$ cat src/rtl/slc_pkg.sv
/*
  shared constants and types for the synthesizer lock and channel control block:
  register offsets, field positions, reset values, frequency mapping, timing counts,
  radio state encoding and the register request carrier.
  assumes a single 200 MHz clock domain; all users import the whole package.
*/
package slc_pkg;

  // register offsets on the host register port
  localparam logic [5:0] ADDR_CHAN_CTRL = 6'h08;  // channel_and_assessment_ctrl
  localparam logic [5:0] ADDR_IRQ_STATUS = 6'h0F;  // interrupt status (lock / unlock)
  localparam logic [5:0] ADDR_ALT_NUM = 6'h13;  // alt_frequency_number
  localparam logic [5:0] ADDR_ALT_BAND = 6'h14;  // alt_frequency_band
  localparam logic [5:0] ADDR_CF_CAL = 6'h1A;  // center_freq_calibration

  // field positions
  localparam int IRQ_LOCK_BIT = 0;  // lock event in status register
  localparam int IRQ_UNLOCK_BIT = 1;  // unexpected-unlock event
  localparam int CF_START_BIT = 7;  // cf_cal_start
  localparam int CHAN_MSB = 4;  // channel field 4:0
  localparam int BAND_MSB = 3;  // band select 3:0

  // reset values
  localparam logic [7:0] CHAN_CTRL_RST = 8'h2B;  // method 01, channel 0x0B
  localparam logic [7:0] ALT_NUM_RST = 8'h00;
  localparam logic [3:0] ALT_BAND_RST = 4'h0;
  localparam logic [6:0] CF_VALUE_RST = 7'h57;  // cf_cal_value bits 6:0

  // channel and band codes
  localparam logic [4:0] CH_FIRST = 5'h0B;
  localparam logic [4:0] CH_LAST = 5'h1A;
  localparam logic [3:0] BAND_STD = 4'h0;
  localparam logic [3:0] BAND_LOW = 4'h8;
  localparam logic [3:0] BAND_HIGH = 4'h9;
  localparam logic [7:0] NUM_LOW_MIN = 8'h20;
  localparam logic [7:0] NUM_HIGH_MAX = 8'hBA;

  // carrier frequency in 0.5 MHz units
  localparam logic [12:0] HALF_MHZ_CH_FIRST = 13'h12CA;  // 2405 MHz
  localparam logic [12:0] HALF_MHZ_CH_STEP = 13'h000A;  // 5 MHz
  localparam logic [12:0] HALF_MHZ_BAND_LOW = 13'h1204;  // 2306 MHz
  localparam logic [12:0] HALF_MHZ_BAND_HIGH = 13'h1304;  // 2434 MHz

  // timing
  localparam int CLOCK_PERIOD_NS = 5;
  localparam int T_CF_CAL_NS = 8000;  // typical cf calibration
  localparam int T_TX_RX_SETTLE_NS = 32000;  // settle back after transmit
  localparam int CF_CAL_CYC = T_CF_CAL_NS / CLOCK_PERIOD_NS;
  localparam int TX_RX_SETTLE_CYC = T_TX_RX_SETTLE_NS / CLOCK_PERIOD_NS;

  // radio states seen by this block
  typedef enum logic [3:0] {
    ST_RADIO_IDLE,
    ST_SYNTH_READY,
    ST_LISTEN,
    ST_ARETRY_READY,
    ST_AACK_LISTEN,
    ST_TRANSMITTING,
    ST_ARETRY_TRANSMITTING,
    ST_RECEIVING,
    ST_AACK_RECEIVING
  } slc_state_t;

  // one register access per cycle
  typedef struct packed {
    logic wr;
    logic rd;
    logic [5:0] addr;
    logic [7:0] wdata;
  } slc_reg_req_t;

endpackage : slc_pkg

$ cat src/rtl/slc_ctrl.sv
/*
  synthesizer lock/unlock event reporting, radio state reaction to loss of lock,
  channel / alternative band selection and manual center-frequency calibration.
  assumes: register requests one per cycle on REG_REQ, read data one cycle later;
  PLL_LOCKED and radio events are synchronous to CLOCK.
*/
`timescale 1ns/10ps
`default_nettype none

module slc_ctrl
  import slc_pkg::*;
#(
  parameter int SETTLE_CYCLES = TX_RX_SETTLE_CYC
) (
  input wire logic CLOCK,
  input wire logic RESETN,
  input wire slc_reg_req_t REG_REQ,
  output logic [7:0] REG_RDATA,
  input wire logic STATE_CMD_VALID,
  input wire slc_state_t STATE_CMD,
  input wire logic TX_START,
  input wire logic TX_DONE,
  input wire logic RX_START,
  input wire logic RX_DONE,
  input wire logic PLL_LOCKED,
  output slc_state_t RADIO_STATE,
  output logic TX_ABORT,
  output logic CF_CAL_RUN,
  output logic FREQ_CHANGE,
  output logic [12:0] FREQ_HALF_MHZ,
  output logic FREQ_VALID,
  output logic [1:0] IRQ_FLAGS
);

  localparam int SW = $clog2(SETTLE_CYCLES + 1);  // settle counter width

  // refuse a settle count the counter cannot serve
  generate
    if (SETTLE_CYCLES < 1) begin : g_bad_settle
      $error("SETTLE_CYCLES must be at least one");
    end
    // the calibration counter is 11 bits wide and the run checks want eight cycles
    if (CF_CAL_CYC < 8 || CF_CAL_CYC > 2047) begin : g_bad_cal
      $error("CF_CAL_CYC does not fit the calibration counter");
    end
  endgenerate

  // registers
  logic [7:0] chan_ctrl_q;  // method bits and channel field
  logic [7:0] alt_num_q;  // alt_freq_index
  logic [3:0] alt_band_q;  // alt_freq_band_select
  logic [6:0] cf_value_q;  // cf_cal_value low bits, plain storage
  logic lock_irq_q;  // pending lock event
  logic unlock_irq_q;  // pending unlock event
  logic cal_run_q;  // calibration running, reads back as start bit
  logic [10:0] cal_cnt_q;  // calibration cycle count
  logic [SW-1:0] settle_cnt_q;  // post-transmit settling count
  logic relock_wait_q;  // receiving, waiting for lock to return
  logic pll_locked_q;  // previous lock level for edge detect
  slc_state_t state_q;
  slc_state_t state_d;
  logic [7:0] rdata_q;
  logic [12:0] freq_q;
  logic freq_valid_q;
  logic abort_q;
  logic freq_chg_q;

  // register decode
  wire wr_chan = REG_REQ.wr && (REG_REQ.addr == ADDR_CHAN_CTRL);
  wire wr_num = REG_REQ.wr && (REG_REQ.addr == ADDR_ALT_NUM);
  wire wr_band = REG_REQ.wr && (REG_REQ.addr == ADDR_ALT_BAND);
  wire wr_cf = REG_REQ.wr && (REG_REQ.addr == ADDR_CF_CAL);
  wire rd_irq = REG_REQ.rd && (REG_REQ.addr == ADDR_IRQ_STATUS);

  // next values of the frequency fields
  wire [7:0] chan_d = wr_chan ? REG_REQ.wdata : chan_ctrl_q;
  wire [7:0] num_d = wr_num ? REG_REQ.wdata : alt_num_q;
  wire [3:0] band_d = wr_band ? REG_REQ.wdata[BAND_MSB:0] : alt_band_q;

  // frequency selection; the number is ignored while band is zero
  wire [7:0] sel_q = (alt_band_q == BAND_STD) ? {3'h0, chan_ctrl_q[CHAN_MSB:0]} : alt_num_q;
  wire [7:0] sel_d = (band_d == BAND_STD) ? {3'h0, chan_d[CHAN_MSB:0]} : num_d;
  wire freq_chg = (band_d != alt_band_q) || (sel_d != sel_q);

  // state groups
  wire st_ready = (state_q == ST_SYNTH_READY) || (state_q == ST_LISTEN) ||
                  (state_q == ST_ARETRY_READY) || (state_q == ST_AACK_LISTEN);
  wire st_plain = (state_q == ST_SYNTH_READY) || (state_q == ST_LISTEN);
  wire st_tx = (state_q == ST_TRANSMITTING) || (state_q == ST_ARETRY_TRANSMITTING);
  wire st_rx = (state_q == ST_RECEIVING) || (state_q == ST_AACK_RECEIVING);
  wire st_idle = (state_q == ST_RADIO_IDLE);

  // lock edges from the synthesizer
  wire lock_rise = PLL_LOCKED && !pll_locked_q;
  wire lock_fall = !PLL_LOCKED && pll_locked_q;
  wire settling = (settle_cnt_q != '0);

  // calibration control; a zero write while running is simply not a start
  wire cal_start = wr_cf && REG_REQ.wdata[CF_START_BIT] && !cal_run_q;
  wire cal_done = cal_run_q && (cal_cnt_q == 11'(CF_CAL_CYC - 1));

  // event sources
  wire lock_evt = (lock_rise && !st_idle && !settling) || cal_done;
  wire unlock_evt = (st_plain && (cal_start || freq_chg)) ||
                    (lock_fall && !st_idle && !settling);

  // status flags: newest event wins, an event beats the read clear
  wire lock_irq_d = lock_evt && !unlock_evt ? 1'b1 :
                    unlock_evt ? 1'b0 : (rd_irq ? 1'b0 : lock_irq_q);
  wire unlock_irq_d = unlock_evt ? 1'b1 :
                      lock_evt ? 1'b0 : (rd_irq ? 1'b0 : unlock_irq_q);

  // command acceptance: only from a quiet state
  wire cmd_ok = STATE_CMD_VALID && (st_idle || st_ready) &&
                ((STATE_CMD == ST_RADIO_IDLE) || (STATE_CMD == ST_SYNTH_READY) ||
                 (STATE_CMD == ST_LISTEN) || (STATE_CMD == ST_ARETRY_READY) ||
                 (STATE_CMD == ST_AACK_LISTEN));
  wire tx_abort = st_tx && lock_fall;
  wire tx_ok_end = st_tx && TX_DONE && !lock_fall;

  // radio state transitions
  always_comb begin
    state_d = state_q;
    unique case (state_q)
      ST_RADIO_IDLE: begin
        if (cmd_ok) state_d = STATE_CMD;
      end
      ST_SYNTH_READY: begin
        if (TX_START) state_d = ST_TRANSMITTING;
        else if (cmd_ok) state_d = STATE_CMD;
      end
      ST_ARETRY_READY: begin
        if (TX_START) state_d = ST_ARETRY_TRANSMITTING;
        else if (cmd_ok) state_d = STATE_CMD;
      end
      ST_LISTEN: begin
        if (RX_START) state_d = ST_RECEIVING;
        else if (cmd_ok) state_d = STATE_CMD;
      end
      ST_AACK_LISTEN: begin
        if (RX_START) state_d = ST_AACK_RECEIVING;
        else if (cmd_ok) state_d = STATE_CMD;
      end
      ST_TRANSMITTING: begin
        if (tx_abort || TX_DONE) state_d = ST_SYNTH_READY;
      end
      ST_ARETRY_TRANSMITTING: begin
        if (tx_abort) state_d = ST_SYNTH_READY;
        else if (TX_DONE) state_d = ST_ARETRY_READY;
      end
      ST_RECEIVING: begin
        // a frame done or relock after loss both return to listening
        if (RX_DONE || (relock_wait_q && lock_rise)) state_d = ST_LISTEN;
      end
      ST_AACK_RECEIVING: begin
        if (RX_DONE || (relock_wait_q && lock_rise)) state_d = ST_AACK_LISTEN;
      end
      default: state_d = ST_RADIO_IDLE;
    endcase
  end

  // register file
  always_ff @(posedge CLOCK or negedge RESETN) begin
    if (!RESETN) begin
      chan_ctrl_q <= CHAN_CTRL_RST;
      alt_num_q <= ALT_NUM_RST;
      alt_band_q <= ALT_BAND_RST;
      cf_value_q <= CF_VALUE_RST;
    end else begin
      chan_ctrl_q <= chan_d;
      alt_num_q <= num_d;
      alt_band_q <= band_d;
      if (wr_cf) cf_value_q <= REG_REQ.wdata[6:0];
    end
  end

  // event flags
  always_ff @(posedge CLOCK or negedge RESETN) begin
    if (!RESETN) begin
      lock_irq_q <= 1'b0;
      unlock_irq_q <= 1'b0;
    end else begin
      lock_irq_q <= lock_irq_d;
      unlock_irq_q <= unlock_irq_d;
    end
  end

  // calibration timer: count cleared at start, run flag cleared the cycle it ends, count held
  always_ff @(posedge CLOCK or negedge RESETN) begin
    if (!RESETN) begin
      cal_run_q <= 1'b0;
      cal_cnt_q <= 11'h000;
    end else if (cal_start) begin
      cal_run_q <= 1'b1;
      cal_cnt_q <= 11'h000;
    end else if (cal_done) begin
      cal_run_q <= 1'b0;
    end else if (cal_run_q) begin
      cal_cnt_q <= cal_cnt_q + 11'h001;
    end
  end

  // post-transmit settling window; its lock edges are the tx/rx frequency step
  always_ff @(posedge CLOCK or negedge RESETN) begin
    if (!RESETN) begin
      settle_cnt_q <= '0;
    end else if (tx_ok_end) begin
      settle_cnt_q <= SW'(SETTLE_CYCLES);
    end else if (settling) begin
      settle_cnt_q <= settle_cnt_q - SW'(1);
    end
  end

  // radio state, relock tracking, one-cycle pulses
  always_ff @(posedge CLOCK or negedge RESETN) begin
    if (!RESETN) begin
      state_q <= ST_RADIO_IDLE;
      relock_wait_q <= 1'b0;
      pll_locked_q <= 1'b0;
      abort_q <= 1'b0;
      freq_chg_q <= 1'b0;
    end else begin
      state_q <= state_d;
      pll_locked_q <= PLL_LOCKED;
      abort_q <= tx_abort;
      freq_chg_q <= freq_chg;
      if (st_rx && lock_fall) relock_wait_q <= 1'b1;
      else if (!st_rx || lock_rise) relock_wait_q <= 1'b0;
    end
  end

  // carrier frequency in half-MHz units and its validity
  wire [12:0] ch_off = 13'(chan_ctrl_q[CHAN_MSB:0] - CH_FIRST) * HALF_MHZ_CH_STEP;
  wire ch_ok = (chan_ctrl_q[CHAN_MSB:0] >= CH_FIRST) && (chan_ctrl_q[CHAN_MSB:0] <= CH_LAST);
  wire [12:0] freq_std = HALF_MHZ_CH_FIRST + ch_off;
  wire [12:0] freq_low = HALF_MHZ_BAND_LOW + {5'h00, alt_num_q};
  wire [12:0] freq_high = HALF_MHZ_BAND_HIGH + {5'h00, alt_num_q};
  wire [12:0] freq_sel = (alt_band_q == BAND_STD) ? freq_std :
                         (alt_band_q == BAND_LOW) ? freq_low : freq_high;
  wire freq_ok = (alt_band_q == BAND_STD) ? ch_ok :
                 (alt_band_q == BAND_LOW) ? (alt_num_q >= NUM_LOW_MIN) :
                 (alt_band_q == BAND_HIGH) ? (alt_num_q <= NUM_HIGH_MAX) : 1'b0;

  // read mux; unmapped offsets read zero
  wire [7:0] rd_mux = (REG_REQ.addr == ADDR_CHAN_CTRL) ? chan_ctrl_q :
                      (REG_REQ.addr == ADDR_IRQ_STATUS) ? {6'h00, unlock_irq_q, lock_irq_q} :
                      (REG_REQ.addr == ADDR_ALT_NUM) ? alt_num_q :
                      (REG_REQ.addr == ADDR_ALT_BAND) ? {4'h0, alt_band_q} :
                      (REG_REQ.addr == ADDR_CF_CAL) ? {cal_run_q, cf_value_q} : 8'h00;

  // registered data outputs
  always_ff @(posedge CLOCK or negedge RESETN) begin
    if (!RESETN) begin
      rdata_q <= 8'h00;
      freq_q <= 13'h0000;
      freq_valid_q <= 1'b0;
    end else begin
      if (REG_REQ.rd) rdata_q <= rd_mux;
      freq_q <= freq_sel;
      freq_valid_q <= freq_ok;
    end
  end

  assign REG_RDATA = rdata_q;
  assign RADIO_STATE = state_q;
  assign TX_ABORT = abort_q;
  assign CF_CAL_RUN = cal_run_q;
  assign FREQ_CHANGE = freq_chg_q;
  assign FREQ_HALF_MHZ = freq_q;
  assign FREQ_VALID = freq_valid_q;
  assign IRQ_FLAGS = {unlock_irq_q, lock_irq_q};

  // run length as the checks see it; kept apart from cal_cnt_q so that
  // a fault in the calibration counter cannot hide behind its own value
  logic [10:0] cal_seen_len_q;  // cycles the start bit has read one
  always_ff @(posedge CLOCK or negedge RESETN) begin
    if (!RESETN) begin
      cal_seen_len_q <= 11'h000;
    end else if (!cal_run_q) begin
      cal_seen_len_q <= 11'h000;  // idle: start again from zero
    end else begin
      cal_seen_len_q <= cal_seen_len_q + 11'h001;
    end
  end
endmodule : slc_ctrl

`default_nettype wire

$ cat config.mk
export PLATFORM = sky130hd
export DESIGN_NAME = slc_ctrl
export DESIGN_NICKNAME = d
export VERILOG_FILES = /design/src/rtl/slc_pkg.sv /design/src/rtl/slc_ctrl.sv
export SDC_FILE = /design/constraint.sdc
export NUM_CORES = 1
export LEC_CHECK = 0
export BUFFER_PORTS_ARGS = -buffer_cell sky130_fd_sc_hd__buf_4
export CAP_MARGIN = 10
export CORE_MARGIN = 1.5
export CORE_UTILIZATION = 59
export CTS_CLUSTER_DIAMETER = 50
export DETAILED_ROUTE_END_ITERATION = 7
export PLACE_DENSITY_LB_ADDON = 0.25
export SLEW_MARGIN = 30
export SYNTH_ARGS = -nofsm -noshare
export SYNTH_HDL_FRONTEND = slang
export SYNTH_SLANG_ARGS = --single-unit
export TNS_END_PERCENT = 5
$ cat constraint.sdc
create_clock -name CLOCK -period 4.15 [get_ports CLOCK]
set_input_delay 0.415 -clock CLOCK [delete_from_list [all_inputs] [get_ports CLOCK]]
set_output_delay 0.415 -clock CLOCK [all_outputs]
set_load 0.02 [all_outputs]
# Word level (Yosys, flattened, before mapping)
# Index checks and enable logic that the tools add are counted.
[word_totals] word_cells=158 inputBits=28 ff_bits=84 out_inout_bits=31
[op_classes] mux=40 multipliers=1 eq_ne=27 addsub=6 reduce_logical=62 n_lt_le_gt_ge=4
[ops] cell="8-bit 2-to-1 mux" n=8
[ops] cell="13-bit 2-to-1 mux" n=4
[ops] cell="4-bit 2-to-1 mux" n=11
[ops] cell="4-bit one-hot mux with 9 select lines" n=1
[ops] cell="11-bit 2-to-1 mux" n=3
[ops] cell="13-bit by 8-bit adder with 13-bit output, first input constant" n=2
[ops] cell="1-bit logical AND" n=24
[ops] cell="4-bit by 3-bit equality test with 1-bit output, second input constant" n=5
[ops] cell="6-bit by 5-bit equality test with 1-bit output, second input constant" n=3
[ops] cell="1-bit logical OR" n=17
[ops] cell="4-bit by 2-bit equality test with 1-bit output, second input constant" n=4
[ops] cell="4-bit logical NOT" n=4
[ops] cell="13-bit adder, first input constant" n=1
[ops] cell="13-bit by 3-bit multiplier with 12-bit output, second input constant" n=1
[ops] cell="13-bit nonzero test" n=1
[ops] cell="13-bit by 1-bit subtractor with 13-bit output, second input constant" n=1
[ops] cell="4-bit equality test, second input constant" n=3
[ops] cell="6-bit by 4-bit equality test with 1-bit output, second input constant" n=2
[ops] cell="1-bit 2-to-1 mux" n=12
[ops] cell="11-bit by 1-bit adder with 11-bit output, second input constant" n=1
[ops] cell="11-bit equality test, second input constant" n=1
[ops] cell="4-bit by 1-bit equality test with 1-bit output, second input constant" n=2
[ops] cell="8-bit by 6-bit greater-or-equal comparator with 1-bit output, second input constant" n=1
[ops] cell="8-bit <= comparator, second input constant" n=1
[ops] cell="14 further kinds" n=27

# Logic depth before layout (Yosys ltp)
# Gate-level depths: netlist of run 1.
[depth] ltp_word=13 mapped_depth=14 mapped_depth_nobuf=13

# Worst setup path before layout of run 1
# No wires, ideal clock.
[synth_timing] path_type="register to register" from="register chan_ctrl_q[0]" to="register freq_q[8] (netlist: FREQ_HALF_MHZ[8])" stages_incl_launch_ff=14 synth_period_minus_slack_ns=3.402 n_path_buf=1 t_arrival_ns=3.260 setup_slack_ns=0.748 setup_time_ns=0.142 required_ns=4.008 cell_sequence="dfstp_2 > clkbuf_1 > inv_1 > ha_1 > inv_1 > ha_1 > ha_1 > fa_1 > a21o_1 > a21o_1 > ha_1 > or3_1 > a31oi_1 > a22oi_1"
[synth_between] elab_chain_len=4
[synth_rtl] item="start: declaration" line="slc_ctrl.sv:49" source="logic [7:0] chan_ctrl_q;"
[synth_rtl] item="start signal: assignment" line="slc_ctrl.sv:170" source="chan_ctrl_q <= chan_d;"
[synth_rtl] item="5-bit by 4-bit subtractor with 6-bit output" line="slc_ctrl.sv:233" source="wire [12:0] ch_off = 13'(chan_ctrl_q[CHAN_MSB:0] - CH_FIRST) * HALF_MHZ_CH_STEP;"
[synth_rtl] item="13-bit by 3-bit multiplier with 12-bit output" line="slc_ctrl.sv:233"
[synth_rtl] item="13-bit adder" line="slc_ctrl.sv:235" source="wire [12:0] freq_std = HALF_MHZ_CH_FIRST + ch_off;"
[synth_rtl] item="13-bit 2-to-1 mux" line="slc_ctrl.sv:238" source="wire [12:0] freq_sel = (alt_band_q == BAND_STD) ? freq_std :"
[synth_rtl] item="via freq_sel[8]" line="slc_ctrl.sv:238"
[synth_rtl] item="end signal: assignment" line="slc_ctrl.sv:259" source="freq_q <= freq_sel;"
[synth_rtl] item="end: declaration" line="slc_ctrl.sv:63" source="logic [12:0] freq_q;"
# The timed path passes the listed nets, and every way through them passes these cells.
# A chain may end at the register's enable or synchronous reset.

# Final worst setup path of run 1
[layout_timing] from="register chan_ctrl_q[0]" to="register freq_q[10] (netlist: FREQ_HALF_MHZ[10])"
# Same word-level chain as after synthesis.

==> impl_metrics.ini, run 1 <==
[synthesis]
syn_inst = 519
syn_area_per_cell_um2 = 9.53
async_flop_share = 1.00
synth_fp_nets = 566
ys_ff_latch = 84
yosys_warnings = 0
yosysTopAreaCell = dfrtp_1
ys_seq_area_frac = 0.427
yosysMostFrequentCell = dfrtp_1
ys_types = 63
yosys-top-cells-area = dfrtp_1 38%, dfstp_2 4.8%, ha_1 4.6%
synth_edf_count = 0
ys_dominant_reg_cell = dfrtp_1
netlist.area_leader.share = 0.380
netlist_area_um2 = 4940
synth_common_cells = 75 x dfrtp_1, 51 x nand2_1, 48 x nor2_1

[layout]
drive_gt1_frac = 0.207
antennaDiodeCount = 0
fillers = 656
stdcell_count = 674
regArea_um2 = 2110
syn2layout_area_growth_pct = 14.5
final_nets = 611
multi_input_area_um2 = 2660

[pwr]
intPower_w = 0.00210
power_frac_seq = 0.375
power_density_nw_per_um2 = 619
p_clk_frac = 0.195
p_sw_w = 0.00140
ir_drop_uv = 379
p_leak_nw = 2.48
swShare = 0.401
p_comb_frac = 0.431

[critical_path]
critPathKind = reg2reg
critPathMaxFanout = 8
crit_required_ns = 4.36
worst_ep_arrival_time_ns = 3.73
worstSetupEndpointType = flip-flop
start_kind = flip-flop
reg2regPathDepth = 13

[routing]
via_per_inst = 6.13
drtIter0Drc = 425
drt-met1-wl_um = 4830
dr_wl_met2_um = 5660
routedWlPerCell_um = 17.1
vias = 4133
wirelength_um = 11500
dr.pass1.iters = 6
ant_nets = 0
drc_errors = 0
wl_met3_um = 798
highest_layer = met4

[status]
status = finished clean

[place]
place_congestion = 0.902
dp_hpwl_um = 8160
io_buffers = 58
dp_cells = 658

[timing]
maxSlewViolCount = 0
relSlewSlack = 0.496
finClkSkew_ns = 0.0149
fin_crit_sh = 0.848
max_freq_mhz = 284
rsz0062_at_grt = false
worst_pin_slew_ns = 0.756
tns_ns = 0
hold_viol = 0
layout_min_cycle_time_ns = 3.52
setup_violations = 0

[clock_network]
htreeDepth = 3
postCtsSetupRepairBufs = 0
cts_tree = yes
clock-sinks = 84
ctsHoldBuffers = 0
cts_resized = 0
clkTransAtPathRegs_ns = 0.09
cts_buffer_depth = 2
cts_root_buf = clkbuf_8
clk_latency_ns = 0.36
cts_buffers = 9

[global_route]
grt_antenna_before_repair = 0
grtUsageTotal = 0.273
grt_pass1_wl_um = 19000
overflow = 0
grt_pass1_vias = 4073
grt_max_degree = 85

[flow_run]
cap_violations = 0

[floorplanning]
io_pins = 59
die_x_um = 94.5
rows = 33
core_um2 = 8180
dieArea_um2 = 8940
start_util = 0.605
dieHeight_um = 94.5

[min_path]
hold_path.class = in2async
## flip-flops by register name, summed over array words and instances, names as in the netlist, 4 cells and up
name / count
RADIO_STATE: 4
REG_RDATA: 8
cal_cnt_q: 11
settle_cnt_q: 13
FREQ_HALF_MHZ: 13
alt_num_q: 8
alt_band_q: 4
chan_ctrl_q: 8
cf_value_q: 7
## final timing paths
kind,from,end,slack [ns]
worst max-delay path,chan_ctrl_q[0],FREQ_HALF_MHZ[10],0.63
worst min-delay path,RESETN,FREQ_HALF_MHZ[7],0.09
worst max register to register,chan_ctrl_q[0],FREQ_HALF_MHZ[10],0.63
worst min register to register,cf_value_q[5],cf_value_q[5],0.50
max in group asynchronous,RESETN,settle_cnt_q[0],3.52
min in group CLOCK,PLL_LOCKED,pll_locked_q,0.23
## layout make-up
type,count,area share
clock buffer,11,0.0267
clock inverter,5,0.0146
inverter,16,0.0106
multi-input combinational,391,0.469
sequential,84,0.373
tap,105,0.0232
timing repair buffer,62,0.0828
## kinds of logic (layout without fill, tap and decap cells)
group	count (synthesis)	in the layout	synth area share
AOI/OAI and AO/OA	113	113	0.150
xor gates and xnor gates	45	45	0.0797
adders and majority gates	20	20	0.0516
buffers and inverters	44	94	0.0364
DFF	84	84	0.427
muxes	28	28	0.0628
and+or+nand+nor	185	185	0.192
## stage by stage
step	util	instance area [um^2]	setup WS, ns	hold WS [ns]	power (W)
6_report	0.693	5660	0.632	0.0923	0.00350
5_1_grt	0.693	5660	0.349	0.149	0.00375
4_1_cts	0.693	5660	0.629	0.125	0.00350
3_5_place_dp	0.664	5430	0.652	0.477	0.00282
3_3_place_gp	0.663	5420	0.813	0.464	0.00273
2_1_floorplan	-	4940	0.748	0.119	0.00238
## power by group through the flow
| stage | Combinational [W] | Sequential, W | Clock [W] |
|---|---|---|---|
| 2_1_floorplan | 0.00107 | 0.00131 | 0 |
| 3_3_place_gp | 0.00142 | 0.00131 | 0 |
| 3_5_place_dp | 0.00150 | 0.00132 | 0 |
| 4_1_cts | 0.00151 | 0.00131 | 0.000689 |
| 5_1_grt | 0.00168 | 0.00135 | 0.000728 |
| 6_report | 0.00151 | 0.00131 | 0.000682 |
## routing by layer
metal	track usage	up-vias
met5	0	-
met4	0.101	0
met3	0.0548	23
met2	0.456	162
met1	0.352	2003
li1	-	1945
## cells in the final DEF, fill, tap and decap left out, types with 9 or more instances in the layout
cell and count:
inv_1 16, xnor2_1 21, nor3_1 10, dfrtp_1 75, o21ai_0 32, xor2_1 24, a21oi_1 24, nand2b_1 9
nand2_1 51, ha_1 18, nor2_1 48, a31oi_1 10, clkbuf_8 11, dfstp_2 9, nand4_1 9, mux2_2 19
buf_4 61, a22oi_1 9
## worst max-delay path, cell delays in order, from the launching register on
cell	delay [ns]
dfstp_2	0.62
inv_1	0.10
ha_1	0.34
inv_1	0.06
ha_1	0.28
ha_1	0.24
fa_1	0.42
a21o_1	0.18
a21o_1	0.19
ha_1	0.30
o21ai_0	0.15
mux2i_1	0.25
xor2_1	0.16
o22ai_1	0.09
No activity file was read; power rests on OpenSTA's default activity.
==> run 2: changes to the inputs <==
--- a/config.mk
+++ b/config.mk
@@ -5,10 +5,11 @@
 export SDC_FILE = /design/constraint.sdc
 export NUM_CORES = 1
 export LEC_CHECK = 0
+export ABC_AREA = 1
 export BUFFER_PORTS_ARGS = -buffer_cell sky130_fd_sc_hd__buf_4
 export CAP_MARGIN = 10
 export CORE_MARGIN = 1.5
-export CORE_UTILIZATION = 59
+export CORE_UTILIZATION = 53
 export CTS_CLUSTER_DIAMETER = 50
 export DETAILED_ROUTE_END_ITERATION = 7
 export PLACE_DENSITY_LB_ADDON = 0.25
==> constraint.sdc (replaced) <==
create_clock -name CLOCK -period 3.1 [get_ports CLOCK]
set_input_delay 0.31 -clock CLOCK [delete_from_list [all_inputs] [get_ports CLOCK]]
set_output_delay 0.31 -clock CLOCK [all_outputs]
set_load 0.02 [all_outputs]
==> run 2 against run 1 <==
Area after synthesis up 5.0%. Design area grew 11%. Die area up 16%. Critical path depth grew 4. The flow now finishes with violations (hold timing).
==> impl_metrics.ini, run 2 <==
[floorplanning]
die_x_um = 102
rows = 35
start_util = 0.554
core_um2 = 9370
io_pins = 59
dieArea_um2 = 10400
dieHeight_um = 102

[flow_run]
cap_violations = 0

[timing]
worst_pin_slew_ns = 0.761
maxSlewViolCount = 0
setup_violations = 0
max_freq_mhz = 328
finClkSkew_ns = 0.0165
fin_ws_ns = 0.0540
rsz0062_at_grt = true
tns_ns = 0
hold_viol = 8
fin_crit_sh = 0.983
relSlewSlack = 0.489
whs_ns = -0.00437
layout_min_cycle_time_ns = 3.05

[synthesis]
syn_area_per_cell_um2 = 7.62
ys_types = 54
yosys_warnings = 0
synth_edf_count = 0
yosys-top-cells-area = dfrtp_1 36%, nand2_1 11%, inv_1 7.3%
netlist.area_leader.share = 0.362
yosysTopAreaCell = dfrtp_1
ys_dominant_reg_cell = dfrtp_1
netlist_area_um2 = 5190
ys_ff_latch = 84
synth_fp_nets = 728
async_flop_share = 1.00
yosysMostFrequentCell = nand2_1
syn_inst = 681
ys_seq_area_frac = 0.407
synth_common_cells = 149 x nand2_1, 101 x inv_1, 75 x dfrtp_1

[place]
dp_hpwl_um = 9670
dp_cells = 874
place_congestion = 1.01
placed_area_um2 = 5850
io_buffers = 58
place_ws_ns = -0.157

[global_route]
grt_pass1_vias = 4645
grt_max_degree = 85
grtUsageTotal = 0.260
grt_pass1_wl_um = 21200
overflow = 0
grt_antenna_before_repair = 0

[clock_network]
htreeDepth = 3
clk_latency_ns = 0.36
cts_tree = yes
clock-sinks = 84
cts_buffers = 9
clkTransAtPathRegs_ns = 0.09
cts_root_buf = clkbuf_8
cts_buffer_depth = 2

[min_path]
hold_path.class = in2async

[status]
violations = hold timing
status = finished with violations

[layout]
final_common_cell = nand2_1
fillers = 818
final_nets = 815
final_cell_mix = 145 x nand2_1, 96 x inv_1, 85 x buf_4
stdcell_count = 902
final_area_um2 = 6270
antennaDiodeCount = 0
syn2layout_area_growth_pct = 20.7
drive_gt1_frac = 0.225

[routing]
dr.pass1.iters = 5
ant_nets = 0
via_per_inst = 5.34
drc_errors = 0
routedWlPerCell_um = 14.5
wirelength_um = 13100
drtIter0Drc = 270
vias = 4817

[critical_path]
worstSetupEndpointType = flip-flop
critPathKind = reg2reg
crit_required_ns = 3.33
critPathMaxFanout = 4
worst_ep_arrival_time_ns = 3.27
start_kind = flip-flop

[pwr]
ir_drop_uv = 455
power_density_nw_per_um2 = 832
p_leak_nw = 3.16
run 2: cell types whose count changed after synthesis, moves of 17 or more:
cell,previous run,this run
o21ai_0,32,61
nand3_1,8,37
mux2_2,19,0
xnor2_1,21,3
nor2_1,48,65
inv_1,16,101
nand2_1,51,149
clkbuf_1,23,4
run 2: final timing paths:
kind / from / endpoint / slack, ns / cells after the start
worst max register to register: chan_ctrl_q[0] / FREQ_HALF_MHZ[9] / 0.05 / 17
worst max-delay path: chan_ctrl_q[0] / FREQ_HALF_MHZ[9] / 0.05 / 17
worst min register to register: cal_cnt_q[4] / cal_cnt_q[4] / 0.47 / 1
worst min-delay path: RESETN / FREQ_HALF_MHZ[11] / -0.004 / 1
min in group CLOCK: PLL_LOCKED / pll_locked_q / 0.08 / 1
max in group asynchronous: RESETN / alt_num_q[4] / 2.60 / 1
run 2: power by group:
group,internal [W],switching [W],total [W]
logic,0.00122,0.00162,0.00284
clock network,0.000385,0.000429,0.000815
registers,0.00136,0.000199,0.00156
total,0.00297,0.00224,0.00521
run 2: area by class of cell:
cell class,count,area [um^2],share of cell area
Clock buffer,9,124,0.0198
Inverter,110,413,0.0659
Tap cell,129,161,0.0258
Multi-Input combinational cell,477,2730,0.435
Timing Repair Buffer,86,649,0.104
Sequential cell,84,2110,0.337
Clock inverter,7,80.1,0.0128
run 2: cell families after synthesis:
kind of cell    after synthesis  synth area share
xor+xnor                     18            0.0318
compound gates              133             0.147
simple gates                307             0.275
buf+inv                     120            0.0921
fa+ha+maj                    19            0.0472
flops                        84             0.407
run 2: repair_timing:
item                                    in CTS  in global routing
endpoints found under the setup margin       4                  5
buffers inserted                             2                 10
hold buffers                                 0                  0
pin swaps                                    6                 13
resized for setup                           12                 18
run 2: per-stage QoR:
stage	power, W	hold slack, ns	util
2_1_floorplan	0.00322	0.0144	-
3_3_place_gp	0.00386	0.441	0.624
3_5_place_dp	0.00393	0.419	0.625
4_1_cts	0.00488	0.0307	0.654
5_1_grt	0.00562	0.0563	0.669
6_report	0.00521	-0.00437	0.669
run 2: worst max-delay path, cell delays in order, from the launching register on:
cell and delay [ns]:
dfstp_2 0.57, inv_2 0.06, o21ai_2 0.14, xor2_1 0.19, inv_1 0.11, ha_4 0.23, ha_4 0.16, fa_2 0.54
nand2_2 0.06, buf_4 0.13, inv_1 0.05, nand2_2 0.07, nand3_2 0.08, nand2_1 0.06, nand2_1 0.06, inv_1 0.06
o31ai_2 0.26, nand2_1 0.07
run 2: per-layer routing:
layer,global-route usage,part of all wire,vias up
li1,-,-,2390
met1,0.342,0.45,2242
met2,0.431,0.48,147
met3,0.0369,0.048,38
met4,0.113,0.025,0
met5,0,0,-
